$ cat src/rtl/nmil_map.svh
// Constants and operation summary for the nonmaskable interrupt logic
// Summary of operation
// - Nonmaskable request is highest priority hardware interrupt; software cannot mask it.
// - Asserted request always redirects execution to the nonmaskable vector table entry.
// - Nonmaskable request stays out of maskable priority arbitration.
// - No in-service or request register bit exists for the nonmaskable source.
// - A fresh request is accepted while a nonmaskable handler runs, nesting.
// - Taking any hardware interrupt clears the processor interrupt enable flag.
// - Re-enabled maskable interrupts inside the handler resolve as if no service ran.
// - Rising request edge is synchronized and entry begins at next instruction boundary.
`ifndef NMIL_MAP_SVH
`define NMIL_MAP_SVH
`define NMIL_VEC_TYPE 8'h02
`define NMIL_VEC_ADDR 10'h008
`define NMIL_MASK_RESET 8'h00
`define NMIL_SRC_W 8
`define NMIL_IDX_W 3
`define NMIL_MASK_VEC_BASE 8'h08
`define NMIL_PEND_RESET 1'h0
`define NMIL_FLAG_RESET 1'h0
`define NMIL_IDX_RESET 3'h0
`define NMIL_TYPE_RESET 8'h00
`define NMIL_ADDR_RESET 10'h000
`endif

$ cat src/rtl/nmil_pkg.sv
// Types for the nonmaskable interrupt logic
`include "nmil_map.svh"
package nmil_pkg;
    typedef enum logic [1:0] {
        NMIL_IDLE,
        NMIL_ENTER_NMI,
        NMIL_ENTER_MASK
    } nmil_state_t;

    typedef struct packed {
        logic take;
        logic is_nmi;
        logic [`NMIL_IDX_W-1:0] src_idx;
        logic [7:0] vec_type;
        logic [9:0] vec_addr;
    } nmil_entry_t;

    typedef struct packed {
        logic found;
        logic [`NMIL_IDX_W-1:0] idx;
    } nmil_pick_t;
endpackage

$ cat src/rtl/nmil_core.sv
// Nonmaskable interrupt entry logic beside the maskable request resolver
`timescale 1ns/10ps
`include "nmil_map.svh"
module nmil_core (
    // Clock and reset
    input wire logic clk,
    input wire logic rst_b,
    // External nonmaskable request pin
    input wire logic nmi_req,
    // Maskable requests, already synchronised, with per-source masks
    input wire logic [`NMIL_SRC_W-1:0] mask_req,
    input wire logic [`NMIL_SRC_W-1:0] mask_dis,
    // Instruction boundary from the core
    input wire logic instr_boundary,
    // Flag instructions from the core
    input wire logic set_enable_flag_instruction,
    input wire logic clear_enable_flag_instruction,
    // End of interrupt, one bit per maskable source
    input wire logic [`NMIL_SRC_W-1:0] eoi,
    // Entry record to the core
    output nmil_pkg::nmil_entry_t entry,
    // Flag and pending state
    output logic enable_flag,
    output logic nmi_pending,
    // Maskable in-service and request registers
    output logic [`NMIL_SRC_W-1:0] in_service,
    output logic [`NMIL_SRC_W-1:0] req_reg
);
    import nmil_pkg::*;

    // Pin edge, pending latch and interrupt flag
    logic nmi_rise;
    logic pend_reg;
    logic if_reg;

    // Maskable request state
    logic [`NMIL_SRC_W-1:0] isr_reg;
    logic [`NMIL_SRC_W-1:0] irr_reg;
    logic [`NMIL_SRC_W-1:0] irr_next;
    logic [`NMIL_SRC_W-1:0] isr_next;

    // Arbitration
    nmil_pick_t pick;
    logic [`NMIL_SRC_W-1:0] eligible;
    logic [`NMIL_SRC_W-1:0] grant;
    logic mask_open;
    logic take_nmi;
    logic take_mask;

    // Entry state and record
    nmil_state_t state_reg;
    logic [`NMIL_IDX_W-1:0] src_idx_reg;
    logic [7:0] vec_type_reg;
    logic [9:0] vec_addr_reg;

    // Lowest index wins; masked or in-service-blocked sources drop out
    function automatic nmil_pick_t pick_first(input logic [`NMIL_SRC_W-1:0] v);
        nmil_pick_t p;
        p = '0;
        for (int i = `NMIL_SRC_W - 1; i >= 0; i--) begin
            if (v[i]) begin
                p.found = 1'b1;
                p.idx = i[`NMIL_IDX_W-1:0];
            end
        end
        return p;
    endfunction

    // Lowest index of in-service bits bounds what may nest
    function automatic logic [`NMIL_SRC_W-1:0] below(input logic [`NMIL_SRC_W-1:0] v);
        logic [`NMIL_SRC_W-1:0] m;
        m = '0;
        for (int i = `NMIL_SRC_W - 1; i >= 0; i--) begin
            if (v[i]) begin
                m = '0;
            end else begin
                m[i] = 1'b1;
            end
        end
        for (int i = 0; i < `NMIL_SRC_W; i++) begin
            if (v[i]) begin
                m = m & ((`NMIL_SRC_W'(1) << i) - `NMIL_SRC_W'(1));
            end
        end
        return m;
    endfunction

    // Grant bit for one source index
    function automatic logic [`NMIL_SRC_W-1:0] onehot(input logic [`NMIL_IDX_W-1:0] idx);
        return `NMIL_SRC_W'(1) << idx;
    endfunction

    // Maskable vector type: fixed base plus source index
    function automatic logic [7:0] mask_vec_type(input logic [`NMIL_IDX_W-1:0] idx);
        return `NMIL_MASK_VEC_BASE + {5'h00, idx};
    endfunction

    // Kind of entry issued at this edge; every state leaves the same way
    function automatic nmil_state_t entry_kind(input logic tn, input logic tm);
        if (tn) begin
            return NMIL_ENTER_NMI;
        end else if (tm) begin
            return NMIL_ENTER_MASK;
        end else begin
            return NMIL_IDLE;
        end
    endfunction

    nmil_sync u_sync (
        .clk(clk),
        .rst_b(rst_b),
        .din(nmi_req),
        .rise(nmi_rise)
    );

    // No mask input reaches the nonmaskable path; it wins every boundary
    assign take_nmi = instr_boundary & pend_reg;
    // Arbitration sees only maskable bits; the nonmaskable path keeps no in-service state to consult
    assign eligible = irr_reg & ~mask_dis & below(isr_reg);
    assign pick = pick_first(eligible);
    // A waiting nonmaskable request holds off every maskable source
    assign mask_open = if_reg & ~pend_reg;
    assign take_mask = instr_boundary & mask_open & pick.found;
    // One-hot grant of the winning source
    assign grant = take_mask ? onehot(pick.idx) : '0;

    // Pending latch: a new edge during the taking cycle wins so none is lost
    always_ff @(posedge clk or negedge rst_b) begin
        if (!rst_b) begin
            pend_reg <= `NMIL_PEND_RESET;
        end else if (nmi_rise) begin
            pend_reg <= 1'b1;
        end else if (take_nmi) begin
            pend_reg <= 1'b0;
        end
    end

    // Interrupt enable flag cleared on every hardware entry
    // Entry beats a same-cycle set instruction so no handler starts with maskable sources open
    always_ff @(posedge clk or negedge rst_b) begin
        if (!rst_b) begin
            if_reg <= `NMIL_FLAG_RESET;
        end else if (take_nmi || take_mask) begin
            if_reg <= 1'b0;
        end else if (set_enable_flag_instruction) begin
            if_reg <= 1'b1;
        end else if (clear_enable_flag_instruction) begin
            if_reg <= 1'b0;
        end
    end

    // Per-source next state; a grant wins over an end of interrupt in the same cycle
    generate
        for (genvar g = 0; g < `NMIL_SRC_W; g++) begin : g_src
            assign irr_next[g] = (irr_reg[g] | mask_req[g]) & ~grant[g];
            assign isr_next[g] = (isr_reg[g] & ~eoi[g]) | grant[g];
        end
    endgenerate

    // Maskable request and in-service registers; the nonmaskable source has no bit here
    always_ff @(posedge clk or negedge rst_b) begin
        if (!rst_b) begin
            irr_reg <= `NMIL_MASK_RESET;
            isr_reg <= `NMIL_MASK_RESET;
        end else begin
            irr_reg <= irr_next;
            isr_reg <= isr_next;
        end
    end

    // Entry state: marks which kind of entry was issued at the previous edge, idle if none
    always_ff @(posedge clk or negedge rst_b) begin
        if (!rst_b) begin
            state_reg <= NMIL_IDLE;
        end else begin
            // Any state leaves by the same decode, so a nonmaskable entry may follow any entry
            case (state_reg)
                NMIL_IDLE: begin
                    state_reg <= entry_kind(take_nmi, take_mask);
                end
                NMIL_ENTER_NMI: begin
                    state_reg <= entry_kind(take_nmi, take_mask);
                end
                NMIL_ENTER_MASK: begin
                    state_reg <= entry_kind(take_nmi, take_mask);
                end
                default: begin
                    state_reg <= NMIL_IDLE;
                end
            endcase
        end
    end

    // Entry record loads on a take and then stands until the next one; nonmaskable vector is fixed
    always_ff @(posedge clk or negedge rst_b) begin
        if (!rst_b) begin
            src_idx_reg <= `NMIL_IDX_RESET;
            vec_type_reg <= `NMIL_TYPE_RESET;
            vec_addr_reg <= `NMIL_ADDR_RESET;
        end else if (take_nmi) begin
            src_idx_reg <= '0;
            vec_type_reg <= `NMIL_VEC_TYPE;
            vec_addr_reg <= `NMIL_VEC_ADDR;
        end else if (take_mask) begin
            src_idx_reg <= pick.idx;
            vec_type_reg <= mask_vec_type(pick.idx);
            vec_addr_reg <= {mask_vec_type(pick.idx), 2'b00};
        end
    end

    // Take and kind come straight from the entry state, so they pulse once per entry
    always_comb begin
        entry.take = (state_reg != NMIL_IDLE);
        entry.is_nmi = (state_reg == NMIL_ENTER_NMI);
        entry.src_idx = src_idx_reg;
        entry.vec_type = vec_type_reg;
        entry.vec_addr = vec_addr_reg;
    end
    assign enable_flag = if_reg;
    assign nmi_pending = pend_reg;
    assign in_service = isr_reg;
    assign req_reg = irr_reg;
endmodule

$ cat src/rtl/nmil_sync.sv
// Two-stage synchroniser with rising-edge detect
`timescale 1ns/10ps
module nmil_sync (
    // Clock and reset
    input wire logic clk,
    input wire logic rst_b,
    // Async input and detected edge
    input wire logic din,
    output logic rise
);
    logic meta_reg;
    logic sync_reg;
    logic last_reg;

    always_ff @(posedge clk or negedge rst_b) begin
        if (!rst_b) begin
            meta_reg <= 1'b0;
            sync_reg <= 1'b0;
        end else begin
            meta_reg <= din;
            sync_reg <= meta_reg;
        end
    end

    always_ff @(posedge clk or negedge rst_b) begin
        if (!rst_b) begin
            last_reg <= 1'b0;
        end else begin
            last_reg <= sync_reg;
        end
    end

    assign rise = sync_reg & ~last_reg;
endmodule

$ cat config.mk
export PLATFORM = sky130hd
export DESIGN_NAME = nmil_core
export DESIGN_NICKNAME = d
export VERILOG_FILES = /design/src/rtl/nmil_pkg.sv /design/src/rtl/nmil_core.sv /design/src/rtl/nmil_sync.sv
export VERILOG_INCLUDE_DIRS = /design/src /design/src/rtl
export SDC_FILE = /design/constraint.sdc
export NUM_CORES = 1
export LEC_CHECK = 0
export BUFFER_PORTS_ARGS = -buffer_cell sky130_fd_sc_hd__buf_2
export CAP_MARGIN = 20
export CORE_MARGIN = 1
export CORE_UTILIZATION = 45
export CTS_BUF_LIST = sky130_fd_sc_hd__clkbuf_8
export DETAILED_ROUTE_END_ITERATION = 8
export HOLD_SLACK_MARGIN = 0.08
export PLACE_DENSITY = 0.79
export SLEW_MARGIN = 30
export SYNTH_ARGS = -nofsm -noshare
export SYNTH_HDL_FRONTEND = slang
export SYNTH_SLANG_ARGS = --single-unit
$ cat constraint.sdc
create_clock -name clk -period 2.1 [get_ports clk]
set_input_delay 0.105 -clock clk [delete_from_list [all_inputs] [get_ports clk]]
set_output_delay 0.105 -clock clk [all_outputs]
set_load 0.05 [all_outputs]
Yosys cells after proc, flatten, opt, wreduce, memory -nomap -nowiden
Index checks and enable logic that the tools add are counted.
{"block": "op_classes", "n_addsub": 1, "eq_ne": 2, "shift": 1, "mux": 44, "n_bitwise": 58, "reduce_logical": 7}
{"operator": "2-to-1 mux 8 bit", "n": 11}
{"operator": "2-to-1 mux 4 bit", "n": 9}
{"operator": "bitwise AND 1 bit", "n": 21}
{"operator": "2-to-1 mux 10 bit", "n": 2}
{"operator": "inverter 1 bit", "n": 18}
{"operator": "bitwise AND 8 bit", "n": 2}
{"operator": "OR 1 bit", "n": 16}
{"operator": "2-to-1 mux 1 bit", "n": 13}
{"operator": "2-to-1 mux 3 bit", "n": 3}
{"operator": "2-to-1 mux 2 bit", "n": 4}
{"operator": "inverter 8 bit", "n": 1}
{"operator": "<< shifter 1 x 3 -> 8 bit, first input constant", "n": 1}
{"operator": "2-to-1 mux 6 bit", "n": 1}
{"operator": "nonzero test 2 bit", "n": 3}
{"operator": "adder 4 x 3 -> 5 bit, first input constant", "n": 1}
{"operator": "2-to-1 mux 5 bit", "n": 1}
{"operator": "nonzero test 3 bit", "n": 1}
{"operator": "OR reduction 3 bit", "n": 1}
{"operator": "== test 2 x 1 -> 1 bit, second input constant", "n": 1}
{"operator": "== test 2 bit, second input constant", "n": 1}
{"operator": "zero test 2 bit", "n": 1}
{"operator": "logical OR 1 bit", "n": 1}
{"block": "totals", "regBits": 44, "wordCells": 124}

Logic depth before layout (Yosys ltp)
{"block": "depth", "depth_word": 28, "mapped_depth": 5}

Hierarchy
Synthesis repeated with hierarchy kept, for this count alone.
{"block": "hier_totals", "cells_unflattened": 137, "hier_area_um2": 1421.4}
{"module": "nmil_core", "n_inst": 1, "cells_per_inst": 133, "area_per_inst_um2": 1332.5, "seq_area_each_um2": 625.6}
{"module": "nmil_sync", "n_inst": 1, "cells_per_inst": 4, "area_per_inst_um2": 88.8, "seq_area_each_um2": 75.1}

Least setup slack after synthesis
OpenSTA, ideal clock, no wires.
{"block": "synth_timing", "path_kind": "flip-flop to flip-flop", "start": "register irr_reg[7], in the netlist req_reg[7]", "end": "register isr_reg[4], in the netlist in_service[4]", "setup_ns": 0.121, "t_arrival_ns": 2.064, "required_time_ns": 1.979, "slack_ns": -0.085, "stages_incl_launch_ff": 6, "path_buffers": 0, "period_less_slack_ns": 2.185, "path_cell_list": "dfrtp_1 or3b_1 or4b_1 a22oi_2 a31oi_2 a22o_1"}
{"block": "synth_between", "elab_chain_cells": 13, "elab_cells_between_ends": 14}
{"item": "from (decl)", "line": "nmil_core.sv:38", "source": "logic [`NMIL_SRC_W-1:0] irr_reg;"}
{"item": "from (signal assigned)", "line": "nmil_core.sv:163", "source": "irr_reg <= `NMIL_MASK_RESET;"}
{"item": "from (signal assigned)", "line": "nmil_core.sv:166", "source": "irr_reg <= irr_next;"}
{"item": "bitwise AND 8 bit * (2 in series)", "line": "nmil_core.sv:119", "source": "assign eligible = irr_reg & ~mask_dis & below(isr_reg);"}
{"item": "2-to-1 mux 4 bit * (8 in series)", "line": "nmil_core.sv:61", "source": "if (v[i]) begin"}
{"item": "<< shifter 1 x 3 -> 8 bit (no source line) or bitwise AND 1 bit (tied branches)"}
{"item": "2-to-1 mux 8 bit *", "line": "nmil_core.sv:125", "source": "assign grant = take_mask ? onehot(pick.idx) : '0;"}
{"item": "OR 1 bit *", "line": "nmil_core.sv:156", "source": "assign isr_next[g] = (isr_reg[g] & ~eoi[g]) | grant[g];"}
{"item": "net isr_next[4]", "line": "nmil_core.sv:40", "source": "logic [`NMIL_SRC_W-1:0] isr_next;"}
{"item": "to (signal assigned)", "line": "nmil_core.sv:164", "source": "isr_reg <= `NMIL_MASK_RESET;"}
{"item": "to (signal assigned)", "line": "nmil_core.sv:167", "source": "isr_reg <= isr_next;"}
{"item": "to (decl)", "line": "nmil_core.sv:37", "source": "logic [`NMIL_SRC_W-1:0] isr_reg;"}
Mark *: on every way through the listed nets, which the timed path passes. The rest lies on a longest branch.
A chain may end at the register's enable or synchronous reset.

Worst setup path after layout
{"block": "layout_timing", "start": "register isr_reg[7], in the netlist in_service[7]", "end": "register isr_reg[4], in the netlist in_service[4]"}
{"block": "layout_between", "elab_chain_cells": 27, "elab_cells_between_ends": 28}
{"item": "2-to-1 mux 1 bit (2 in series)", "line": "nmil_core.sv:74", "source": "if (v[i]) begin"}
{"item": "2-to-1 mux 2 bit", "line": "nmil_core.sv:74"}
{"item": "2-to-1 mux 3 bit", "line": "nmil_core.sv:74"}
{"item": "2-to-1 mux 4 bit", "line": "nmil_core.sv:74"}
{"item": "2-to-1 mux 5 bit", "line": "nmil_core.sv:74"}
{"item": "2-to-1 mux 6 bit", "line": "nmil_core.sv:74"}
{"item": "2-to-1 mux 8 bit (7 in series)", "line": "nmil_core.sv:81", "source": "if (v[i]) begin"}
{"item": "2-to-1 mux 8 bit *", "line": "nmil_core.sv:81"}
{"item": "bitwise AND 8 bit *", "line": "nmil_core.sv:119"}
{"item": "2-to-1 mux 4 bit * (8 in series)", "line": "nmil_core.sv:61"}
{"item": "<< shifter 1 x 3 -> 8 bit (no source line) or bitwise AND 1 bit (tied branches)"}
{"item": "2-to-1 mux 8 bit *", "line": "nmil_core.sv:125"}
{"item": "OR 1 bit *", "line": "nmil_core.sv:156"}
{"item": "net isr_next[4]", "line": "nmil_core.sv:40"}
Marks and branches as above.

==> results.txt <==
Die area - 3340 µm²
Initial antenna violation count - 0
CP max stage cell - or4b_1
GRT overflow - 0
Post CTS Setup Buffer Count - 0
Slew Limit Fails - 0
Synth Instances - 139
Final Skew - 2.08 ps
Num Clock Sinks - 28
Max Cap Viol - 0
Initial DRT Pass Iterations - 6
Layout cells sized above 1 - 35.8%
R2r worst-path depth - 5
Vias in the first global route - 1,225
Max incr delay on CP - 490 ps
HP Class - in -> reg
Die Height - 57.8 µm
RSZ-0062 raised after global routing - false
Core Area - 2850 µm²
# DRC - 5
TritonCTS clock tree - built
Vias - 1,265
Ys flop type - dfrtp_1
First-pass GRT wire length - 5460 µm
Clk buf depth - 2
Area of the multi-input gates - 573 µm²
Storage cell area - 706 µm²
Number of synthesized flops with an enable pin - 0
Final nets - 246
Clock Root Buffer - clkbuf_8
Total CTS buffers - 3
Yosys cell types - 42
Largest net degree at the start of global routing - 29
Clk_lat worst skew - 280 ps
Period utilization - 96.9%
Outcome - finished with violations
Post-CTS Resized - 0
Hold depth - 3
Asr flop ratio synth - 100%
Fmax - 0.491 GHz
Worst Setup End Kind - flip-flop
Diode count - 0
Post-route ant nets - 0
Area growth from synthesis to layout - 36.9%
Worst-Margin Slew - 602 ps
Worst slew margin - 59.9%
Initial Util - 49.1%
Row count - 19
Leak Pwr - 0.942 nW
Die width - 57.8 µm
# fillers - 230
Setup TNS - 0 ps
CP Class - reg -> reg
Post-DP HPWL - 2360 µm
DRT Wirelength - 3320 µm
Routability congestion estimate - 0.807
Fin. Hold Viols - 0
Avg Cell Area, Syn - 10.1 µm²
Setup Viol. Count Final - 0
Failing checks - design-rule violations
Sequential share of the synthesized area - 50.0%
Setup WS pre-CTS - 75.2 ps
Reg2reg setup slack - 70 ps
WP data arrival - 2210 ps
Crit-path cells - or3b_1, or4b_1, a22oi_2, a31oi_2, a22o_1
Synthesized cell area - 1400 µm²
Worst setup slack after layout - 65.3 ps
Reg clk slew, reported paths - 90 ps
Synth Register Bits - 28
Port buffer count - 60
DR WL/cell - 13.5 µm
CP required - 2270 ps
Min Clock Period, post-route - 2030 ps
VDD IR-drop max - 0.000477 V
Ys Warns - 0
H-Tree Depth - 1
Power Dens Cells - 858 nW/µm²
Starting DRT DRC Count - 52
Vias per std cell - 5.14
# IOs - 71
Tot GR Track Use - 21.5%
Startpoint Class - flip-flop
Crit-path max FO - 5
## repair_timing
action,CTS,global route
hold endpoints to repair,44,1
hold buffers,17,1
setup endpoints to repair,0,1
## metal layers
layer  up-vias  share of wire [%]  GRT usage (%)
met2        44                 49           37.6
met5         -                  0              0
met1       598                 43           26.8
met4         0                1.4           8.16
li1        618                  -              -
met3         5                6.5           3.57
## power breakdown
part | switching (mW) | internal, mW
sequential | 0.0365 | 0.583
combinational | 0.439 | 0.164
clock | 0.168 | 0.255
## cell usage after synthesis (2+ instances only)
library cell | instances | area share (%)
o21ai_0 | 5 | 1.8
a22o_1 | 2 | 1.3
or2_2 | 2 | 0.89
nor2b_1 | 4 | 1.8
dfrtp_1 | 28 | 50
a21oi_1 | 9 | 3.2
nor2_1 | 7 | 1.9
a21boi_0 | 2 | 1.1
nand2b_1 | 2 | 0.89
and3_1 | 2 | 0.89
and2_1 | 2 | 0.89
o211a_1 | 2 | 1.4
o21a_1 | 4 | 2.1
buf_4 | 16 | 8.6
inv_1 | 11 | 2.9
nand3_1 | 5 | 1.8
or4b_1 | 2 | 1.4
nand2_1 | 7 | 1.9
o22ai_1 | 4 | 1.8
## path summary, 6_finish.rpt
check | end | startpoint
setup / recovery | in_service[4]$_DFF_PN0_ | in_service[7]$_DFF_PN0_
hold / removal | req_reg[4]$_DFF_PN0_ | mask_req[4]
setup reg to reg | in_service[4]$_DFF_PN0_ | in_service[7]$_DFF_PN0_
hold reg to reg | u_sync.sync_reg$_DFF_PN0_ | u_sync.meta_reg$_DFF_PN0_
max in group asynchronous | in_service[4]$_DFF_PN0_ | rst_b
min in group asynchronous | req_reg[3]$_DFF_PN0_ | rst_b
## metrics by stage
step                      power, mW  std cells  util (%)  instance area, µm²  hold WS (ps)
after global placement         1.19        224      58.4                1670           139
after CTS                      1.65        245      66.9                1910          80.3
after global routing           1.72        246      67.2                1920           109
after detailed placement       1.20        224      58.4                1670           159
after floorplan                1.11        148         -                1440          -191
final                          1.65        246      67.2                1920          76.8
## layout make-up
class | instances | share of cell area, %
well taps | 31 | 2.02
clock buffers | 3 | 2.15
clock inverters | 1 | 1.57
repair buffers | 79 | 25.4
flip-flops and latches | 28 | 36.8
inverters | 11 | 2.15
multi-input cells | 93 | 29.9
## placed cells by master, fill, tap and decap left out, types with 5 or more instances in the layout
master / Yosys / final
nand3_1: 5 / 5
buf_2: 0 / 60
dlygate4sd3_1: 0 / 18
a21oi_1: 9 / 9
dfrtp_1: 28 / 24
o21ai_0: 5 / 5
inv_1: 11 / 11
conb_1: 1 / 10
nor2_1: 7 / 7
nand2_1: 7 / 7
## kinds of logic after synthesis
family                 after synthesis  synth area share [%]
flip-flops                          28                  50.0
other                                1                 0.268
AND/OR/NAND/NOR                     45                  19.0
buffers and inverters               27                  11.5
multiplexers                         1                 0.714
AO/OA/AOI/OAI                       37                  18.5
## worst max-delay path: cells and delay by family, from the launching register on
family / cells / cell delay, ps
AOI/OAI and AO/OA: 3 / 650
DFF: 1 / 420
and+or+nand+nor: 2 / 850
No activity file was read; power rests on OpenSTA's default activity.
